## config.mk

```make
export PLATFORM = sky130hd
export DESIGN_NAME = gpio_port
export DESIGN_NICKNAME = d
export VERILOG_FILES = /design/src/rtl/gpio_port_pkg.sv /design/src/rtl/gpio_port.sv
export SDC_FILE = /design/constraint.sdc
export NUM_CORES = 1
export LEC_CHECK = 0
export ABC_AREA = 1
export BUFFER_PORTS_ARGS = -buffer_cell sky130_fd_sc_hd__buf_4
export CAP_MARGIN = 20
export CORE_MARGIN = 2
export CORE_UTILIZATION = 30
export CTS_CLUSTER_DIAMETER = 50
export DETAILED_ROUTE_END_ITERATION = 8
export HOLD_SLACK_MARGIN = 0.15
export PLACE_DENSITY_LB_ADDON = 0.08
export SETUP_SLACK_MARGIN = 0.02
export SLEW_MARGIN = 15
export SYNTH_ARGS = -nofsm -noshare
export SYNTH_HDL_FRONTEND = slang
export SYNTH_SLANG_ARGS = --single-unit
export TNS_END_PERCENT = 1
```

## constraint.sdc

```tcl
create_clock -name clk -period 1.48 [get_ports clk]
set_clock_uncertainty 0.15 [all_clocks]
set_input_delay 0.296 -clock clk [delete_from_list [all_inputs] [get_ports clk]]
set_output_delay 0.296 -clock clk [all_outputs]
set_load 0.03 [all_outputs]
```

## src/rtl/gpio_port_pkg.sv

```systemverilog
// Purpose: Shared constants and state type for the eight-pin I/O port
// Assumes: 32-bit classic Wishbone, byte addresses, one word per register
// Notes: Only the low byte of each register carries data; upper bits read zero
package gpio_port_pkg;
    localparam int PIN_COUNT = 8;
    // Register byte offsets
    localparam logic [7:0] OFFSET_DATA = 8'h00;
    localparam logic [7:0] OFFSET_DIRECTION = 8'h04;
    localparam logic [7:0] OFFSET_OPTION = 8'h08;
    localparam logic [7:0] OFFSET_SENSITIVITY = 8'h0c;
    // Sensitivity field position and width
    localparam int SENS_LSB = 0;
    localparam int SENS_WIDTH = 2;
    // Reset values
    localparam logic [7:0] RESET_DATA = 8'h00;
    localparam logic [7:0] RESET_DIRECTION = 8'h00;
    localparam logic [7:0] RESET_OPTION = 8'h00;
    localparam logic [1:0] RESET_SENSITIVITY = 2'h0;
    localparam logic RESET_COMBINED = 1'b1;
    // Sensitivity encodings of the combined request line
    localparam logic [1:0] SENS_FALL_LOW = 2'h0;
    localparam logic [1:0] SENS_RISE = 2'h1;
    localparam logic [1:0] SENS_FALL = 2'h2;
    localparam logic [1:0] SENS_BOTH = 2'h3;

    typedef enum logic [2:0] {
        REG_DATA,
        REG_DIRECTION,
        REG_OPTION,
        REG_SENSITIVITY,
        REG_NONE
    } reg_sel_type;

    typedef struct packed {
        logic [7:0] latch;
        logic [7:0] direction;
        logic [7:0] option;
        logic [1:0] sensitivity;
        logic ack;
        logic [31:0] rdata;
        logic [7:0] sync_first;
        logic [7:0] sync_second;
        logic combined_prev;
        logic request;
    } state_type;
endpackage

```

## src/rtl/gpio_port.sv

```systemverilog
// Purpose: Eight-pin bidirectional I/O port with external interrupt request
// Assumes: Single 100 MHz clock, synchronous active-high reset, Wishbone slave
// Notes: Pins are split into in, out and enable; the pad wiring resolves them
// What this block does
// - Eight pins, bit X controls pin X
// - Input mode reads back the pin level
// - Writes in input mode only update latch
// - Option bit picks floating or pull-up input
// - Output mode drives latch value onto pin
// - Option picks push-pull or open-drain output
// - Output mode reads pin, not latch
// - Interrupt pins raise requests, programmable sensitivity
// - Enabled pins ANDed, low pin masks others
// - Disabled pin forces edge detector input high
// - Request latch clears on vector fetch
// - Peripheral drive overrides direction and option; a claim only blocks the interrupt
// - Peripheral-driven pin becomes output automatically
// - Input mode with driving peripheral reads its output
// - Output mode feeds latch to peripheral input
//
// Register access over Wishbone and the register addresses were left to the implementer.
`timescale 1ns/1ns
module gpio_port
    import gpio_port_pkg::*;
(
    // Clock and reset
    input wire logic clk,
    input wire logic reset,
    // Wishbone classic slave
    input wire logic wb_cyc_i,
    input wire logic wb_stb_i,
    input wire logic wb_we_i,
    input wire logic [7:0] wb_adr_i,
    input wire logic [3:0] wb_sel_i,
    input wire logic [31:0] wb_dat_i,
    output logic [31:0] wb_dat_o,
    output logic wb_ack_o,
    // Pads
    input wire logic [7:0] pin_in,
    output logic [7:0] pin_out,
    output logic [7:0] pin_oe,
    output logic [7:0] pull_up_enable,
    // On-chip peripheral alternate functions
    input wire logic [7:0] alt_claim,
    input wire logic [7:0] alt_drive,
    input wire logic [7:0] alt_out,
    input wire logic [7:0] alt_open_drain,
    output logic [7:0] alt_in,
    // External interrupt vector
    input wire logic vector_fetch,
    output logic ext_irq_request
);
    state_type state;
    state_type next_state;
    logic [7:0] drive_value;
    logic [7:0] drive_open_drain;
    logic [7:0] drive_active;
    logic [7:0] irq_enabled;
    logic [7:0] detector_input;
    logic [7:0] pin_view;
    logic combined;
    logic edge_fall;
    logic edge_rise;
    logic event_hit;
    logic bus_request;
    reg_sel_type access_sel;

    // Address decode, shared by the read mux and the write path
    function automatic reg_sel_type decode_reg(input logic [7:0] adr);
        reg_sel_type sel;
        sel = REG_NONE;
        if (adr[7:2] == OFFSET_DATA[7:2]) begin
            sel = REG_DATA;
        end else if (adr[7:2] == OFFSET_DIRECTION[7:2]) begin
            sel = REG_DIRECTION;
        end else if (adr[7:2] == OFFSET_OPTION[7:2]) begin
            sel = REG_OPTION;
        end else if (adr[7:2] == OFFSET_SENSITIVITY[7:2]) begin
            sel = REG_SENSITIVITY;
        end
        return sel;
    endfunction

    // Per-pin driver, pull-up and interrupt gating
    for (genvar i = 0; i < PIN_COUNT; i++) begin : g_pin
        always_comb begin
            // A driving peripheral wins over software programming
            drive_active[i] = alt_drive[i] | state.direction[i];
            drive_value[i] = alt_drive[i] ? alt_out[i] : state.latch[i];
            drive_open_drain[i] = alt_drive[i] ? alt_open_drain[i] : state.option[i];
            // Open-drain only ever pulls low; a one leaves the pin floating
            pin_oe[i] = drive_active[i] & (~drive_value[i] | ~drive_open_drain[i]);
            pin_out[i] = drive_value[i] & ~drive_open_drain[i];
            // Pull-up only on an undriven input with its option set
            pull_up_enable[i] = ~drive_active[i] & state.option[i];
            // Interrupt input needs input mode, option set and no peripheral claim
            irq_enabled[i] = ~state.direction[i] & state.option[i] & ~alt_claim[i];
            // A disabled pin presents a one so it cannot mask the others
            detector_input[i] = irq_enabled[i] ? state.sync_second[i] : 1'b1;
            // Input mode with a driving peripheral reads its output
            pin_view[i] = (~state.direction[i] & alt_drive[i]) ? alt_out[i]
                : state.sync_second[i];
            // Output mode hands the latch to a receiving peripheral
            alt_in[i] = state.direction[i] ? state.latch[i] : state.sync_second[i];
        end
    end

    // Request combining and edge sensing
    always_comb begin
        combined = &detector_input;
        edge_fall = state.combined_prev & ~combined;
        edge_rise = ~state.combined_prev & combined;
        unique case (state.sensitivity)
            SENS_FALL_LOW: event_hit = ~combined;
            SENS_RISE: event_hit = edge_rise;
            SENS_FALL: event_hit = edge_fall;
            SENS_BOTH: event_hit = edge_fall | edge_rise;
        endcase
    end

    // Bus request seen this cycle, answered one edge later
    assign bus_request = wb_cyc_i & wb_stb_i & ~state.ack;
    assign access_sel = decode_reg(wb_adr_i);

    // Next-state logic for registers, synchronisers and the request latch
    always_comb begin
        next_state = state;
        next_state.ack = bus_request;
        // The first stage feeds only the second stage
        next_state.sync_first = pin_in;
        next_state.sync_second = state.sync_first;
        next_state.combined_prev = combined;
        next_state.rdata = 32'h0000_0000;
        if (bus_request && !wb_we_i) begin
            unique case (access_sel)
                REG_DATA: next_state.rdata[7:0] = pin_view;
                REG_DIRECTION: next_state.rdata[7:0] = state.direction;
                REG_OPTION: next_state.rdata[7:0] = state.option;
                REG_SENSITIVITY: begin
                    next_state.rdata[SENS_LSB +: SENS_WIDTH] = state.sensitivity;
                end
                REG_NONE: next_state.rdata = 32'h0000_0000;
            endcase
        end
        // Writes land with the ack; unmapped addresses are acked and dropped
        if (bus_request && wb_we_i && wb_sel_i[0]) begin
            unique case (access_sel)
                REG_DATA: next_state.latch = wb_dat_i[7:0];
                REG_DIRECTION: next_state.direction = wb_dat_i[7:0];
                REG_OPTION: next_state.option = wb_dat_i[7:0];
                REG_SENSITIVITY: begin
                    next_state.sensitivity = wb_dat_i[SENS_LSB +: SENS_WIDTH];
                end
                REG_NONE: next_state.latch = state.latch;
            endcase
        end
        // Fetch clears the latch, but a new event in that cycle still wins
        if (vector_fetch) begin
            next_state.request = 1'b0;
        end
        if (event_hit) begin
            next_state.request = 1'b1;
        end
    end

    // State register
    always_ff @(posedge clk) begin
        if (reset) begin
            state.latch <= RESET_DATA;
            state.direction <= RESET_DIRECTION;
            state.option <= RESET_OPTION;
            state.sensitivity <= RESET_SENSITIVITY;
            state.ack <= 1'b0;
            state.rdata <= 32'h0000_0000;
            state.sync_first <= 8'h00;
            state.sync_second <= 8'h00;
            state.combined_prev <= RESET_COMBINED;
            state.request <= 1'b0;
        end else begin
            state <= next_state;
        end
    end

    // Outputs from flip-flops
    assign wb_ack_o = state.ack;
    assign wb_dat_o = state.rdata;
    assign ext_irq_request = state.request;

    // Checks on the bus handshake
    property ack_one_cycle;
        @(posedge clk) disable iff (reset)
        wb_ack_o |=> !wb_ack_o;
    endproperty
    ack_pulse_a: assert property (ack_one_cycle) else $error("ack held longer than one cycle");

    property ack_follows_request;
        @(posedge clk) disable iff (reset)
        (wb_cyc_i && wb_stb_i && !wb_ack_o) |=> wb_ack_o;
    endproperty
    ack_latency_a: assert property (ack_follows_request) else $error("ack not one cycle after request");

    // Checks on register effects
    property direction_write;
        @(posedge clk) disable iff (reset)
        (bus_request && wb_we_i && wb_sel_i[0] && access_sel == REG_DIRECTION)
            |=> state.direction == $past(wb_dat_i[7:0]);
    endproperty
    direction_store_a: assert property (direction_write) else $error("direction not stored");

    property data_read_view;
        @(posedge clk) disable iff (reset)
        (bus_request && !wb_we_i && access_sel == REG_DATA)
            |=> wb_ack_o && wb_dat_o == {24'h000000, $past(pin_view)};
    endproperty
    data_read_a: assert property (data_read_view) else $error("data read not pin view");

    property input_write_no_drive;
        @(posedge clk) disable iff (reset)
        (pin_oe & ~(state.direction | alt_drive)) == 8'h00;
    endproperty
    input_undriven_a: assert property (input_write_no_drive) else $error("input pin driven");

    // Checks on pin drive
    property push_pull_drive;
        @(posedge clk) disable iff (reset)
        (state.direction[0] && !state.option[0] && !alt_drive[0])
            |-> pin_oe[0] && pin_out[0] == state.latch[0];
    endproperty
    push_pull_a: assert property (push_pull_drive) else $error("push-pull pin 0 wrong");

    property open_drain_float;
        @(posedge clk) disable iff (reset)
        (state.direction[0] && state.option[0] && !alt_drive[0] && state.latch[0])
            |-> !pin_oe[0];
    endproperty
    open_drain_a: assert property (open_drain_float) else $error("open-drain one driven");

    property peripheral_drive;
        @(posedge clk) disable iff (reset)
        (alt_drive[0] && !alt_open_drain[0]) |-> pin_oe[0] && pin_out[0] == alt_out[0];
    endproperty
    alt_override_a: assert property (peripheral_drive) else $error("peripheral not driving");

    property latch_to_peripheral;
        @(posedge clk) disable iff (reset)
        state.direction[0] |-> alt_in[0] == state.latch[0];
    endproperty
    alt_input_a: assert property (latch_to_peripheral) else $error("peripheral input not latch");

    // Checks on the request latch, pin masking and reset
    property falling_edge_request;
        @(posedge clk) disable iff (reset)
        (state.sensitivity == SENS_FALL && state.combined_prev && !combined)
            |=> ext_irq_request;
    endproperty
    edge_request_a: assert property (falling_edge_request) else $error("falling edge missed");

    property fetch_clears;
        @(posedge clk) disable iff (reset)
        (vector_fetch && !event_hit) |=> !ext_irq_request;
    endproperty
    fetch_clear_a: assert property (fetch_clears) else $error("request not cleared");

    property masked_by_low;
        @(posedge clk) disable iff (reset)
        (irq_enabled[0] && !state.sync_second[0]) |-> !combined;
    endproperty
    low_masks_a: assert property (masked_by_low) else $error("low pin did not mask");

    property disabled_high;
        @(posedge clk) disable iff (reset)
        !irq_enabled[0] |-> detector_input[0];
    endproperty
    disabled_high_a: assert property (disabled_high) else $error("disabled pin not high");

    property reset_config;
        @(posedge clk)
        reset |=> state.direction == 8'h00 && state.option == 8'h00 && pin_oe == 8'h00;
    endproperty
    reset_clear_a: assert property (reset_config) else $error("config not cleared");

    // Further checks on pull-ups, latch writes, read-back and drive
    property pull_up_input;
        @(posedge clk) disable iff (reset)
        pull_up_enable == (~state.direction & ~alt_drive & state.option);
    endproperty
    pull_up_a: assert property (pull_up_input) else $error("pull-up wrong");

    property latch_write;
        @(posedge clk) disable iff (reset)
        (bus_request && wb_we_i && wb_sel_i[0] && access_sel == REG_DATA)
            |=> state.latch == $past(wb_dat_i[7:0]);
    endproperty
    latch_store_a: assert property (latch_write) else $error("latch not stored");

    property output_pin_read;
        @(posedge clk) disable iff (reset)
        (bus_request && !wb_we_i && access_sel == REG_DATA
            && state.direction[0] && !alt_drive[0])
            |=> wb_dat_o[0] == $past(state.sync_second[0]);
    endproperty
    output_read_a: assert property (output_pin_read) else $error("output read not pin");

    property alt_output_read;
        @(posedge clk) disable iff (reset)
        (bus_request && !wb_we_i && access_sel == REG_DATA
            && !state.direction[0] && alt_drive[0])
            |=> wb_dat_o[0] == $past(alt_out[0]);
    endproperty
    alt_read_a: assert property (alt_output_read) else $error("read not peripheral output");

    property open_drain_low;
        @(posedge clk) disable iff (reset)
        (state.direction[0] && state.option[0] && !alt_drive[0] && !state.latch[0])
            |-> pin_oe[0] && !pin_out[0];
    endproperty
    drain_low_a: assert property (open_drain_low) else $error("open-drain zero not driven");

    property alt_drive_low;
        @(posedge clk) disable iff (reset)
        (alt_drive[0] && !alt_out[0]) |-> pin_oe[0] && !pin_out[0];
    endproperty
    alt_drive_low_a: assert property (alt_drive_low) else $error("peripheral low lost");

    // Further checks on the request latch
    property rising_edge_request;
        @(posedge clk) disable iff (reset)
        (state.sensitivity == SENS_RISE && !state.combined_prev && combined)
            |=> ext_irq_request;
    endproperty
    rise_request_a: assert property (rising_edge_request) else $error("rising edge missed");

    property fetch_with_event;
        @(posedge clk) disable iff (reset)
        (vector_fetch && event_hit) |=> ext_irq_request;
    endproperty
    set_wins_a: assert property (fetch_with_event) else $error("event lost to fetch");

    property request_hold;
        @(posedge clk) disable iff (reset)
        (!event_hit && !vector_fetch) |=> ext_irq_request == $past(ext_irq_request);
    endproperty
    request_hold_a: assert property (request_hold) else $error("request changed alone");

    // Main scenarios
    cover property (@(posedge clk) disable iff (reset)
        bus_request && wb_we_i && access_sel == REG_DIRECTION);
    cover property (@(posedge clk) disable iff (reset) $rose(ext_irq_request));
    cover property (@(posedge clk) disable iff (reset) ext_irq_request ##1 vector_fetch);
    cover property (@(posedge clk) disable iff (reset)
        state.direction[0] && state.option[0] && state.latch[0] && !state.sync_second[0]);
endmodule

```

==> results.json <==
{
  "wire_per_inst_um": 11.5,
  "first_pass_iters": 4,
  "seqPwrFrac_pct": 48.7,
  "cts_root_buffer": "clkbuf_8",
  "crit_path_cell_trace": "inv_2, buf_6, o21ai_2, a21oi_1, buf_4",
  "area_growth_pct": 55.2,
  "grt_remaining_overflow": 0,
  "total_power_w": 0.00299,
  "worstHoldPathType": "input port to register",
  "yosysTopAreaCell": "dfxtp_1",
  "maxCapViolations": 0,
  "core_area_um2": 9860,
  "path_max_fanout": 2,
  "htreeDepth": 2,
  "switching_share_pct": 29.4,
  "p_comb_share_pct": 23.0,
  "utilization_pct": 48.3,
  "nets": 741,
  "finalCritPeriodShare_pct": 110,
  "worst_slack_ns": -0.145,
  "grt_pass1_vias": 3067,
  "finalSetupViolations": 33,
  "num_vias": 3360,
  "synth_seq_cells": 53,
  "clkPwrFrac_pct": 28.3,
  "grt_max_degree": 30,
  "synth_top_area_share_pct": 34.5,
  "yosys_warnings": 0,
  "vias_per_cell": 4.29,
  "synthTopCellsByArea": "dfxtp_1 35%, nor2_1 14%, nand2_1 12%, inv_1 8.9%, buf_4 8.1%",
  "grt_usage_pct": 15.6,
  "clock-sinks": 53,
  "synth-main-ff-cell": "dfxtp_1",
  "clock_path_buffers": 2,
  "std_cell_rows": 36,
  "avgSynthCellArea_um2": 6.23,
  "finalCriticalPeriod_ns": 1.62,
  "crit_start": "state[59]",
  "cp-end-kind": "output port",
  "cp_slowest_cell": "dfxtp_2",
  "ant_nets": 0,
  "r2r-start": "state[57]",
  "p_int_w": 0.00211,
  "grt_pass1_wl_mm": 14.0,
  "whs_ns": 0.00739,
  "crit_arrival_ns": 1.18,
  "final_common_cell": "buf_4",
  "diodes": 0,
  "critPathKind": "register to output port",
  "hold_violations": 0,
  "synth_cells": 493,
  "route.detailed.drc": 0,
  "insertion_delay_ns": 0.30,
  "die_w_um": 105,
  "numCtsBuffers": 5,
  "die-height_um": 105,
  "drive_above_1_share_pct": 39.4,
  "start_util_pct": 31.2,
  "status": "finished, violations left",
  "syn_area_um2": 3070,
  "drv_slew": 0,
  "drt_iter0_drc": 145,
  "power.density_nw_per_um2": 628,
  "tns_ns": -3.44,
  "synth-edff-count": 0,
  "ff_latch_area_um2": 1100,
  "wirelength_mm": 9.01,
  "num_io_pins": 156,
  "io_buffers": 102,
  "async_flop_share_pct": 0,
  "fmax_ghz": 0.616,
  "yosysSeqAreaShare_pct": 34.5,
  "min_from": "reset",
  "grt_setup_unrepaired": "yes",
  "cts_tree": "done",
  "setup.worst_path.start_class": "register",
  "required_ns": 1.03,
  "failed_checks": "setup timing",
  "final_cell_mix": "134 x buf_4, 98 x nor2_1, 90 x nand2_1",
  "hold_buffers": 16,
  "cts.clk_slew.worst_paths_ns": 0.09,
  "max_stage_delay_ns": 0.34,
  "grt_antenna_before_repair": 0,
  "net-switching-power_w": 0.000881,
  "multiInputGateArea_um2": 1740,
  "synth.distinct_cells": 25,
  "gp_congestion": 0.791,
  "peakVddDrop_v": 0.000377,
  "power_leakage_nw": 2.42,
  "dieArea_um2": 11100,
  "fill_cells": 1011,
  "hpwl_mm": 6.76
}
-- synth_stat cells (2+ instances only) --
master	number
nand4_1	10
nor3_1	17
o21ai_1	8
nand2_1	95
nor2_1	112
nand3b_1	2
a21oi_1	11
o21ai_0	28
clkbuf_1	5
buf_4	33
ha_1	2
nor2_2	4
buf_6	2
buf_1	2
a22oi_1	2
nor2_4	4
dfxtp_1	53
nand3_1	23
inv_2	2
inv_1	73
-- path summary, 6_finish.rpt --
kind | end | slack, ns | depth (start not counted)
max | pin_oe[6] | -0.14 | 5
max reg2reg | ext_irq_request | -0.09 | 11
min reg2reg | state[3] | 0.25 | 2
min | wb_ack_o | 0.007 | 2
-- kinds of logic (layout without fill, tap and decap cells) --
logic type / after synthesis / in the layout / share of synthesized area [%]
compound gates: 50 / 50 / 8.43
fa+ha+maj: 2 / 2 / 0.814
buf+inv: 118 / 252 / 19.0
flops: 53 / 53 / 34.5
other cells: 1 / 24 / 0.122
simple gates: 269 / 269 / 37.1
-- power groups by stage --
stage          combinational, W  clock (W)  sequential, W
6_report               0.000687   0.000849        0.00146
5_1_grt                0.000743   0.000939        0.00146
4_1_cts                0.000660   0.000884        0.00146
3_5_place_dp           0.000604          0        0.00149
3_3_place_gp           0.000600          0        0.00149
2_1_floorplan          0.000373          0        0.00149
-- metal layers --
layer	part of all wire, %	track usage [%]
met1	46	20.8
met2	46	25.3
met3	6.0	2.66
met4	1.7	5.33
met5	0	0
-- stage by stage --
step / setup WS (ns) / instances / area [µm²]
floorplan: -0.0570 / 516 / 3170
detailed placement: -0.226 / 756 / 4170
CTS: -0.169 / 780 / 4580
finish: -0.145 / 783 / 4770
global route: -0.208 / 783 / 4770
global placement: -0.244 / 756 / 4170
-- timing repair --
item,in CTS,in global routing
endpoints found under the setup margin,45,60
gates resized for setup,66,59
pin swaps,12,20
hold endpoints to repair,19,1
setup buffers,0,3
-- worst max-delay path, delay by kind of cell (launching register included) --
family	cells	cell delay, ns
DFF	1	0.34
buffers and inverters	3	0.32
AOI/OAI and AO/OA	2	0.22
-- layout make-up --
cell class                 count  share of cell area, %
clock buffer                   7                   1.81
timing repair buffer         169                   29.1
multi-input combinational    345                   36.5
tap                          133                   3.49
sequential                    53                   23.0
clock inverter                 1                  0.157
inverter                      75                   5.90
-- flip-flops by register name (all words and copies together) (netlist names) --
| register | count |
|---|---|
| ext_irq_request | 1 |
| next_state | 8 |
| state | 35 |
| wb_ack_o | 1 |
| wb_dat_o | 8 |
Note: power is estimated with default switching activity, not from simulation.
